===== src/hdl/ahbi_cfg.svh =====
// Constants for the converter host bus controller: addresses, counts and timing
`ifndef AHBI_CFG_SVH
`define AHBI_CFG_SVH

// ***************************************************************
// Clock and strobe timing
// ***************************************************************
`define AHBI_CLK_NS       20
`define AHBI_STROBE_NS    200
`define AHBI_STROBE_CYC   ((`AHBI_STROBE_NS + `AHBI_CLK_NS - 1) / `AHBI_CLK_NS)
`define AHBI_WAIT_NS      250
`define AHBI_WAIT_CYC     ((`AHBI_WAIT_NS + `AHBI_CLK_NS - 1) / `AHBI_CLK_NS)
`define AHBI_CNT_W        5

// ***************************************************************
// Address map of the converter as seen from the host
// ***************************************************************
`define AHBI_IO_PORT      8'hE0
`define AHBI_MEM_ADDR     16'h6000
`define AHBI_DUMMY_ADDR   16'h0000
`define AHBI_RESTART_VEC  16'h0038
`define AHBI_RAM_BASE     8'h20
`define AHBI_RAM_LAST     8'h2F
`define AHBI_LAST_IDX     4'hF

`endif


===== src/hdl/ahbi_pkg.sv =====
// Types shared by the converter host bus controller modules
package ahbi_pkg;

    // Host sequencer states, one-hot
    typedef enum logic [5:0] {
        ST_IDLE   = 6'h01,
        ST_START  = 6'h02,
        ST_WAIT   = 6'h04,
        ST_VECTOR = 6'h08,
        ST_READ   = 6'h10,
        ST_STORE  = 6'h20
    } ahbi_state_t;

    // Where the converter sits in the host's map
    typedef enum logic [1:0] {
        MAP_MEM    = 2'h0,
        MAP_IO     = 2'h1,
        MAP_DIRECT = 2'h2,
        MAP_MCU    = 2'h3
    } ahbi_map_t;

    typedef struct packed {
        ahbi_state_t state;
        logic [3:0]  ptr;
        logic        block;
        logic        init_done;
        logic        req;
        logic [7:0]  result;
        logic        result_valid;
        logic        block_done;
        logic        store_we;
        logic [7:0]  store_addr;
    } ahbi_host_st_t;

    typedef struct packed {
        logic                 on;
        logic                 ack;
        logic [4:0]           cnt;
    } ahbi_strobe_st_t;

endpackage : ahbi_pkg


===== src/hdl/ahbi_strobe_if.sv =====
// Handshake between the host sequencer and its strobe timer
interface ahbi_strobe_if;
    logic req;
    logic is_io;
    logic on;
    logic ack;

    modport gen  (input req, input is_io, output on, output ack);
    modport user (output req, output is_io, input on, input ack);
endinterface : ahbi_strobe_if


===== src/hdl/ahbi_strobe_gen.sv =====
// Strobe timer: times one read or write strobe, with an I/O wait state
`include "ahbi_cfg.svh"

module ahbi_strobe_gen (
    input  wire logic     i_clk_sys,
    input  wire logic     i_reset_n,
    input  wire logic     i_sep_request,
    ahbi_strobe_if.gen    strobe
);

    localparam logic [4:0] BASE_LEN = 5'(`AHBI_STROBE_CYC);
    localparam logic [4:0] WAIT_LEN = 5'(`AHBI_WAIT_CYC);

    ahbi_pkg::ahbi_strobe_st_t q;
    ahbi_pkg::ahbi_strobe_st_t d;

    // ***************************************************************
    // Strobe sequencing
    // ***************************************************************
    // Request level starts a strobe; ack marks its last cycle
    always_comb begin
        d     = q;
        d.ack = 1'b0;
        if (!q.on) begin
            if (strobe.req && !q.ack) begin
                d.on  = 1'b1;
                // Thirteen extra bus clocks of wait on I/O cycles of a separate-request host
                d.cnt = (strobe.is_io && i_sep_request) ? 5'(BASE_LEN + WAIT_LEN - 5'h01)
                                                         : 5'(BASE_LEN - 5'h01);
            end
        end else if (q.cnt == 5'h00) begin
            d.on  = 1'b0;
        end else begin
            d.cnt = 5'(q.cnt - 5'h01);
        end
        if (q.on && q.cnt == 5'h01) begin
            d.ack = 1'b1;
        end
        if (q.on && q.cnt == 5'h00 && BASE_LEN == 5'h01) begin
            d.ack = 1'b0;
        end
    end

    // State register
    always_ff @(posedge i_clk_sys) begin
        if (!i_reset_n) begin
            q <= '0;
        end else begin
            q <= d;
        end
    end

    // Ack is high in the strobe's final cycle, while the strobe is still on
    assign strobe.on  = q.on;
    assign strobe.ack = q.ack;

endmodule : ahbi_strobe_gen


===== src/hdl/ahbi_host.sv =====
// Host-side bus controller that starts, waits for and reads the 8-bit converter
`include "ahbi_cfg.svh"

// Summary of operation
// - Memory-mapped: select decoded from memory address, memory strobes drive converter.
// - I/O-mapped: I/O strobes, select decoded from the low address byte only.
// - Standard select, read and write lines wire straight to the converter.
// - Converter is one 8-bit port E0; output starts, input fetches result.
// - On done, vector via 0038, read, store at pointer, bump pointer, restart.
// - With eight or fewer devices, one low address bit serves as select.
// - Single-chip controller drives select from bit 0 of its port 1.
// - Single-chip controller strobes come from accessing a dummy external address.
// - Sixteen results land in internal RAM locations 20 through 2F.
// - Separate request lines are gated with generic strobes into equivalent strobes.
// - I/O cycles of separate-request host stretch strobes by a 250 ns wait, 13 clocks.
// - During I/O input the upper address byte carries an output byte.
// - Free-running: select held low, shared write/done node pulsed once.
module ahbi_host (
    input  wire logic        i_clk_sys,
    input  wire logic        i_reset_n,
    input  wire logic [1:0]  i_map_mode,
    input  wire logic        i_sep_request,
    input  wire logic        i_freerun,
    input  wire logic [2:0]  i_direct_sel,
    input  wire logic [7:0]  i_mux_channel,
    input  wire logic        i_run,
    input  wire logic        i_single_start,
    input  wire logic        i_single_read,
    input  wire logic        i_conversion_done_n,
    input  wire logic [7:0]  i_data_bus,
    output logic      [7:0]  o_data_bus,
    output logic             o_data_bus_oe_n,
    output logic      [15:0] o_addr,
    output logic             o_conv_select_n,
    output logic             o_port1_bit0,
    output logic             o_read_strobe_n,
    output logic             o_write_strobe_n,
    output logic             o_memory_request_n,
    output logic             o_io_request_n,
    output logic             o_memory_read_strobe_n,
    output logic             o_memory_write_strobe_n,
    output logic             o_io_read_strobe_n,
    output logic             o_io_write_strobe_n,
    output logic             o_busy,
    output logic      [7:0]  o_result,
    output logic             o_result_valid,
    output logic             o_block_done,
    output logic             o_store_we,
    output logic      [7:0]  o_store_addr
);

    ahbi_pkg::ahbi_host_st_t q;
    ahbi_pkg::ahbi_host_st_t d;
    ahbi_strobe_if           strobe ();
    ahbi_pkg::ahbi_map_t     map;
    logic                    cycle_wr;
    logic                    cycle_rd;
    logic                    cycle_on;
    logic                    is_io;
    logic [7:0]              direct_n;

    assign map = ahbi_pkg::ahbi_map_t'(i_map_mode);

    // ***************************************************************
    // Strobe timer
    // ***************************************************************
    ahbi_strobe_gen u_strobe (
        .i_clk_sys     (i_clk_sys),
        .i_reset_n     (i_reset_n),
        .i_sep_request (i_sep_request),
        .strobe        (strobe)
    );

    assign strobe.req   = q.req;
    assign strobe.is_io = is_io;

    // ***************************************************************
    // Sequencer
    // ***************************************************************
    // One block takes sixteen results; single commands run one cycle each
    always_comb begin
        d              = q;
        d.result_valid = 1'b0;
        d.block_done   = 1'b0;
        d.store_we     = 1'b0;
        case (q.state)
            ahbi_pkg::ST_IDLE: begin
                if (i_freerun && !q.init_done) begin
                    // One start pulse after reset kicks the self-restarting loop
                    d.block = 1'b1;
                    d.ptr   = 4'h0;
                    d.req   = 1'b1;
                    d.state = ahbi_pkg::ST_START;
                end else if (i_run) begin
                    d.block = 1'b1;
                    d.ptr   = 4'h0;
                    d.req   = 1'b1;
                    d.state = ahbi_pkg::ST_START;
                end else if (i_single_start) begin
                    d.block = 1'b0;
                    d.req   = 1'b1;
                    d.state = ahbi_pkg::ST_START;
                end else if (i_single_read) begin
                    d.block = 1'b0;
                    d.req   = 1'b1;
                    d.state = ahbi_pkg::ST_READ;
                end
            end
            ahbi_pkg::ST_START: begin
                // Output cycle to the converter port starts a conversion
                if (strobe.ack) begin
                    d.req       = 1'b0;
                    d.init_done = 1'b1;
                    d.state     = q.block ? ahbi_pkg::ST_WAIT : ahbi_pkg::ST_IDLE;
                end
            end
            ahbi_pkg::ST_WAIT: begin
                // Done stays high on an abandoned conversion, so keep waiting
                if (!i_conversion_done_n) begin
                    d.state = ahbi_pkg::ST_VECTOR;
                end else if (i_single_start && !i_freerun) begin
                    // A new start mid-conversion restarts the converter
                    d.req   = 1'b1;
                    d.state = ahbi_pkg::ST_START;
                end
            end
            ahbi_pkg::ST_VECTOR: begin
                // Restart-vector fetch slot before the handler's read
                d.req   = 1'b1;
                d.state = ahbi_pkg::ST_READ;
            end
            ahbi_pkg::ST_READ: begin
                // Sampled in the strobe's last cycle, data is settled by then
                if (strobe.ack) begin
                    d.req          = 1'b0;
                    d.result       = i_data_bus;
                    d.result_valid = 1'b1;
                    d.state        = q.block ? ahbi_pkg::ST_STORE : ahbi_pkg::ST_IDLE;
                end
            end
            ahbi_pkg::ST_STORE: begin
                // Store at pointer, bump it, then restart the converter, unless the store at index F ends the block
                d.store_we   = 1'b1;
                d.store_addr = 8'(`AHBI_RAM_BASE + {4'h0, q.ptr});
                d.ptr        = 4'(q.ptr + 4'h1);
                if (i_freerun) begin
                    // Converter restarts itself through the tied node
                    d.state = ahbi_pkg::ST_WAIT;
                end else if (q.ptr == `AHBI_LAST_IDX) begin
                    d.block      = 1'b0;
                    d.block_done = 1'b1;
                    d.state      = ahbi_pkg::ST_IDLE;
                end else begin
                    d.req   = 1'b1;
                    d.state = ahbi_pkg::ST_START;
                end
            end
            default: begin
                d = '0;
                d.state = ahbi_pkg::ST_IDLE;
            end
        endcase
    end

    // State register
    always_ff @(posedge i_clk_sys) begin
        if (!i_reset_n) begin
            q            <= '0;
            q.state      <= ahbi_pkg::ST_IDLE;
            q.store_addr <= `AHBI_RAM_BASE;
        end else begin
            q <= d;
        end
    end

    // ***************************************************************
    // Address and select decode
    // ***************************************************************
    assign cycle_wr = (q.state == ahbi_pkg::ST_START);
    assign cycle_rd = (q.state == ahbi_pkg::ST_READ);
    assign cycle_on = cycle_wr | cycle_rd;
    assign is_io    = (map == ahbi_pkg::MAP_IO) || (map == ahbi_pkg::MAP_DIRECT);

    // One low address bit per device, low for the chosen one
    for (genvar k = 0; k < 8; k++) begin : g_direct
        assign direct_n[k] = (i_direct_sel != 3'(k));
    end

    // Address presented for each access kind
    always_comb begin
        o_addr = `AHBI_DUMMY_ADDR;
        if (q.state == ahbi_pkg::ST_VECTOR) begin
            o_addr = `AHBI_RESTART_VEC;
        end else if (cycle_on) begin
            case (map)
                ahbi_pkg::MAP_MEM:    o_addr = `AHBI_MEM_ADDR;
                // Upper byte repeats the port, or carries the mux byte on input
                ahbi_pkg::MAP_IO:     o_addr = {(cycle_rd ? i_mux_channel : `AHBI_IO_PORT),
                                                `AHBI_IO_PORT};
                ahbi_pkg::MAP_DIRECT: o_addr = {8'h00, direct_n};
                ahbi_pkg::MAP_MCU:    o_addr = `AHBI_DUMMY_ADDR;
                default:              o_addr = `AHBI_DUMMY_ADDR;
            endcase
        end
    end

    // Select from decode; free-running holds it low throughout
    always_comb begin
        o_conv_select_n = 1'b1;
        if (i_freerun) begin
            o_conv_select_n = 1'b0;
        end else if (cycle_on) begin
            case (map)
                ahbi_pkg::MAP_MEM:    o_conv_select_n = (o_addr != `AHBI_MEM_ADDR);
                ahbi_pkg::MAP_IO:     o_conv_select_n = (o_addr[7:0] != `AHBI_IO_PORT);
                ahbi_pkg::MAP_DIRECT: o_conv_select_n = o_addr[i_direct_sel];
                default:              o_conv_select_n = 1'b1;
            endcase
        end
    end

    // No decoder in single-chip mode: a port pin is the select
    assign o_port1_bit0 = !(i_freerun || (cycle_on && map == ahbi_pkg::MAP_MCU));

    // ***************************************************************
    // Strobes
    // ***************************************************************
    // Plain select/read/write lines go straight to the converter
    assign o_read_strobe_n    = !(strobe.on && cycle_rd);
    assign o_write_strobe_n   = !(strobe.on && cycle_wr);
    assign o_memory_request_n = !(cycle_on && !is_io);
    assign o_io_request_n     = !(cycle_on && is_io);

    // Request lines gated with generic strobes form equivalent strobes
    assign o_memory_read_strobe_n  = o_read_strobe_n | o_memory_request_n;
    assign o_memory_write_strobe_n = o_write_strobe_n | o_memory_request_n;
    assign o_io_read_strobe_n      = o_read_strobe_n | o_io_request_n;
    assign o_io_write_strobe_n     = o_write_strobe_n | o_io_request_n;

    // Host drives the bus only on its own write; converter ignores the byte
    assign o_data_bus      = q.result;
    assign o_data_bus_oe_n = o_write_strobe_n;

    // ***************************************************************
    // User side
    // ***************************************************************
    assign o_busy         = (q.state != ahbi_pkg::ST_IDLE);
    assign o_result       = q.result;
    assign o_result_valid = q.result_valid;
    assign o_block_done   = q.block_done;
    assign o_store_we     = q.store_we;
    assign o_store_addr   = q.store_addr;

endmodule : ahbi_host


===== config.mk =====
export PLATFORM = sky130hd
export DESIGN_NAME = ahbi_host
export DESIGN_NICKNAME = d
export VERILOG_FILES = /design/src/hdl/ahbi_pkg.sv /design/src/hdl/ahbi_strobe_if.sv /design/src/hdl/ahbi_strobe_gen.sv /design/src/hdl/ahbi_host.sv
export VERILOG_INCLUDE_DIRS = /design/src /design/src/hdl
export SDC_FILE = /design/constraint.sdc
export NUM_CORES = 1
export LEC_CHECK = 0
export BUFFER_PORTS_ARGS = -buffer_cell sky130_fd_sc_hd__buf_2
export CAP_MARGIN = 20
export CORE_MARGIN = 2
export CORE_UTILIZATION = 45
export CTS_CLUSTER_SIZE = 10
export DETAILED_ROUTE_END_ITERATION = 8
export PLACE_DENSITY = 0.86
export SLEW_MARGIN = 0
export SYNTH_ARGS = -nofsm -noshare
export SYNTH_HDL_FRONTEND = slang
export SYNTH_SLANG_ARGS = --single-unit

===== constraint.sdc =====
create_clock -name i_clk_sys -period 1.8 [get_ports i_clk_sys]
set_input_delay 0.36 -clock i_clk_sys [delete_from_list [all_inputs] [get_ports i_clk_sys]]
set_output_delay 0.36 -clock i_clk_sys [all_outputs]
set_load 0.02 [all_outputs]

== Word level (Yosys, flattened, before mapping) ==
Index checks and enable logic that the tools add are counted.

* Word-level logic and storage cells: 146
* Bits in registers: 39
* Output and inout port bits: 55

* Bitwise operators: 8
* Mux-type cells: 53
* $add $sub $neg: 3
* Reduce and logical (&&, ||, !) cells: 36
* $lt $le $gt $ge: 1
* Eq/ne operators: 32

{| class="wikitable"
|+ Operator list
! operator !! number
|-
| $pmux W16 S4 || 1
|-
| $mux W6 || 9
|-
| $pmux W6 S6 || 1
|-
| $mux W16 || 2
|-
| $mux W1 || 22
|-
| $mux W5 || 4
|-
| $pmux W10 S2 || 1
|-
| $ne A3 B3 Y1 const B || 6
|-
| $pmux W9 S2 || 1
|-
| $ne A16 B15 Y1 const B || 1
|-
| $pmux W5 S3 || 1
|-
| $reduce_or A5 Y1 || 3
|-
| $ne A2 B2 Y1 const B || 6
|-
| $mux W11 || 1
|-
| $logic_and A1 B1 Y1 || 10
|-
| $mux W10 || 1
|-
| $logic_not A1 Y1 || 9
|-
| $mux W8 || 1
|-
| $ne A8 B8 Y1 const B || 1
|-
| $reduce_and A2 Y1 || 4
|-
| $reduce_and A4 Y1 || 2
|-
| $add A6 B4 Y7 const A || 1
|-
| $reduce_and A7 Y1 || 1
|-
| $eq A6 B1 Y1 const B || 1
|-
| other kinds (32) || 43
|}

== Depth between registers and ports, before layout ==
* Depth in word-level cells: 10
* Mapped depth: 7
* Gate-level depth less buffers: 7

== By module ==
Synthesis repeated with hierarchy kept, for this count alone.

* Cells, all modules: 312
* Area total of the unflattened synthesis: 2452.4 sq um

{| class="wikitable"
|+ By module, submodules not included
! module !! times used !! sequential area each (sq um) !! cells an instance !! area an instance (sq um)
|-
| ahbi_host || 1 || 580.6 || 270 || 2047.0
|-
| ahbi_strobe_gen || 1 || 140.1 || 42 || 405.4
|}

== Worst setup path before layout ==
No wires, ideal clock.

* Path type: register to output
* Start: register q[28] in the netlist's numbering
* End: output o_addr[2]
* Buffers on the path: 1
* Stages on the path, launching flop included: 6
* Arrival: 1.868 ns
* Path slack: -0.428 ns
* Path through: dfxtp_1 or3_1 or3_4 buf_6 or2_4 a21oi_1

* Longest elaborated chain between the ends: 4

{| class="wikitable"
|+ Ends and longest elaborated chain
! element !! RTL line !! source
|-
| start: declaration || ahbi_host.sv:52 || <nowiki>ahbi_pkg::ahbi_host_st_t q;</nowiki>
|-
| $eq A6 B2 Y1 / $eq A6 B5 Y1 (equally long branches) || ahbi_host.sv:179, ahbi_host.sv:180 ||
|-
| $or A1 B1 Y1 || ahbi_host.sv:181 || <nowiki>assign cycle_on = cycle_wr | cycle_rd;</nowiki>
|-
| $mux W16 || ahbi_host.sv:194 || <nowiki>end else if (cycle_on) begin</nowiki>
|-
| $mux W16 * || ahbi_host.sv:192 || <nowiki>if (q.state == ahbi_pkg::ST_VECTOR) begin</nowiki>
|-
| end: declaration || ahbi_host.sv:33 || <nowiki>output logic [15:0] o_addr,</nowiki>
|}

Every way passes the cells marked *; elsewhere a longest branch is shown, timed or not.

== Worst setup path after layout ==
* Start: register q[28] in the netlist's numbering
* End: output o_addr[4]

The elaborated chain is that of the path after synthesis.

==> key figures <==
Die
  – Placement Rows: 26
  – Core Area: 5107 µm²
  – Die ar.: 5886 µm²
  – Die H: 76.72 µm
  – Die width: about 77 µm
  – Initial core utilization: 0.4659
  – I/O pins: 84

Layout
  – Layout cells sized above 1: 0.5338
  – Non-Filler Instances: 484
  – Area growth from synthesis to layout: 56.94%
  – Number of inserted diodes: 0
  – Final instance area: 3735 µm²
  – Final Util: 0.7313
  – Final Net Count: 449

CTS
  – # H-tree levels: 2
  – CTS root buffer: clkbuf_8
  – Longest Clk Path Bufs: 2
  – CTS tree: built
  – Clock Latency Late Sink: roughly 0.30 ns
  – CTS Buf Count: 5
  – Clock slew at reported path FFs: about 0.08 ns
  – Hold_buf cts: 0
  – Clock Sinks: 36

Worst setup path
  – Critical path's most frequent cell: or3_4
  – Worst stage delay on the critical path: 0.39 ns
  – Internal reg-to-reg setup slack: -0.22 ns
  – Worst-path fanout max: 5
  – Startpoint types: flop
  – Buf+Inv Stages, Crit Path: 1
  – CP top delay family: simple AND/OR/NAND/NOR gates
  – Data arrival, critical path: 2.05 ns
  – Critical path's slowest cell: or3_4
  – Critical Path, Cell by Cell: or3_4 > or3_4 > or2_4 > o21ai_4 > buf_6
  – Crit. End Element: primary output
  – WS Path Type: flop to primary output
  – CP required: 1.44 ns

STA
  – FMAX: 0.4153 GHz
  – RSZ-0062 raised after global routing: true
  – Fin. Hold Viols: 0
  – Final WS setup: -0.6082 ns
  – Clk_skew: approximately 0.016 ns
  – Tcrit/Tclk final: 1.338
  – Setup-failing EPs final: 45
  – Final Max Tran Viols: 0
  – Min Tclk post-route: 2.408 ns

GRT
  – GR Overflow Total: 0
  – Tot GR Track Use: 0.2400
  – Vias in the first global route: ~2500
  – First-pass GRT wire length: 11610 µm
  – Largest net degree at the start of global routing: 13
  – Initial antenna violation count: 0

Synthesis
  – Xor/xnor share of the synthesized area: 0.01104
  – Unique masters post-synth: 62
  – Post-synth ARST share: 0
  – Yosys warns: 0
  – Register area share after synthesis: 0.3028
  – Largest area contributor in the netlist: dfxtp_1
  – Count leader, synth: dfxtp_1
  – Top post-synthesis cells by area: dfxtp_1 30%, buf_4 8.2%, nor2_1 4.9%
  – Top cell type's share of synthesized area: 0.3028
  – Mapped Cells: 296
  – Post-Synth Simple-Gate Area: 0.2702
  – Adder-Cell Fraction of Synth Area: 0.03680
  – Number of synthesized flops with an enable pin: 0
  – Avg Inst Size Synth: 8.040 µm²
  – Top cells by count, synth: 36 x dfxtp_1, 31 x nor2_1, 26 x buf_4
  – Seq cells post-synth: 36
  – Mux share of post-synthesis cell area: 0.008412
  – Compound-gate portion of the synthesized area: 0.2308
  – Largest family of logic cells by synthesized area: simple AND/OR/NAND/NOR gates
  – Post-synth top flop: dfxtp_1
  – Synthesized cell area: between 2000 and 2500 µm²

Detailed routing
  – Antenna Nets Post-Route: 0
  – 1st-pass router iterations: 5
  – DR vias: 2832
  – Via/cell ratio: between 5 and 6
  – Initial DRC count: 307
  – WL final: 8883 µm
  – DRC Markers: 0
  – Routed length per instance: 18.35 µm

Pwr
  – Pwr dens: 1031 nW/µm²
  – LEAKAGE: 1.679 nW
  – PnR Total Power: 0.003850 W
  – VDD IR-drop max: 0.7444 mV

Job
  – Max cap viols: 0

Place
  – Post-Place Cells: 463
  – Placed inst area: 3144 µm²
  – Gp weighted congestion: 0.9687
  – Post-DP HPWL: 5385 µm
  – I/O Buffers: 80

Outcome
  – Status: finished, violations left
  – Failing checks: negative setup slack

Min path
  – HP Class: input port to flop
## timing repair
item,CTS,global route
buffers inserted,4,12
setup endpoints to repair,35,52
pin swaps,7,24
cloned,0,0
gates resized for setup,40,71
## path summary, 6_finish.rpt
check,from,end,cells past startpoint
max,q[28],o_addr[4],5
min,i_conversion_done_n,q[29],2
max reg2reg,q[29],strobe.req,8
min reg2reg,q[23],q[23],2
## final cells by class
type / count / area, µm²
fill: 339 / 1373
inverter: 15 / 56.30
sequential: 36 / 729.5
tap: 70 / 87.58
timing repair buffer: 146 / 1092
clock buffer: 8 / 90.09
multi-input combinational: 209 / 1679
## cell families (layout without fill, tap and decap cells)
group,Yosys count,in the layout
XOR/XNOR,3,3
AO/OA/AOI/OAI,75,75
other,1,3
buffers and inverters,53,169
AND/OR/NAND/NOR,119,119
multiplexers,2,2
adder cells (fa/ha/maj),7,7
flip-flops,36,36
## metal layers
metal | track usage | wire [µm] | share of wire
met1 | 0.2846 | 3362 | 0.38
met2 | 0.4228 | 4526 | 0.51
met3 | 0.04353 | 581 | 0.065
met4 | 0.1018 | 412 | 0.046
met5 | 0 | 0 | 0
## registers in the layout, summed over array words and instances, names as in the netlist
name and flops:
o_block_done 1, strobe.req 1, q 12, o_result_valid 1, o_store_addr 5, u_strobe.strobe.ack 1
o_data_bus 8, u_strobe.q 5, o_store_we 1, u_strobe.strobe.on 1
## placed cells by master, fill, tap and decap left out, types with 4 or more instances in the layout
| master | count |
|---|---|
| ha_1 | 7 |
| nor3_1 | 7 |
| inv_1 | 14 |
| clkbuf_8 | 6 |
| dfxtp_1 | 31 |
| nand3_1 | 5 |
| nor2_4 | 6 |
| nand2b_1 | 4 |
| and2_4 | 6 |
| o21ai_0 | 4 |
| a22oi_2 | 5 |
| buf_2 | 53 |
| nand2_1 | 16 |
| buf_4 | 61 |
| nor2_1 | 25 |
| buf_6 | 31 |
| dfxtp_2 | 4 |
| and2_1 | 4 |
| a22oi_1 | 9 |
| a21oi_1 | 9 |
## metrics by stage
step | hold slack, ns | setup slack, ns | TNS, ns
finish | 0.2917 | -0.6082 | -14.12
global route | 0.2926 | -0.6939 | -16.34
CTS | 0.2808 | -0.5543 | -10.49
detailed placement | 0.4434 | -0.3025 | -4.025
global placement | 0.4292 | -0.2800 | -3.364
floorplan | 0.4112 | -0.2595 | -2.110
## power by group
part           switching, W  internal (W)  total [W]
sequential         0.000165      0.000922    0.00109
clock              0.000292      0.000312   0.000604
combinational       0.00112       0.00104    0.00216
Power figures use the tool's default switching activity.
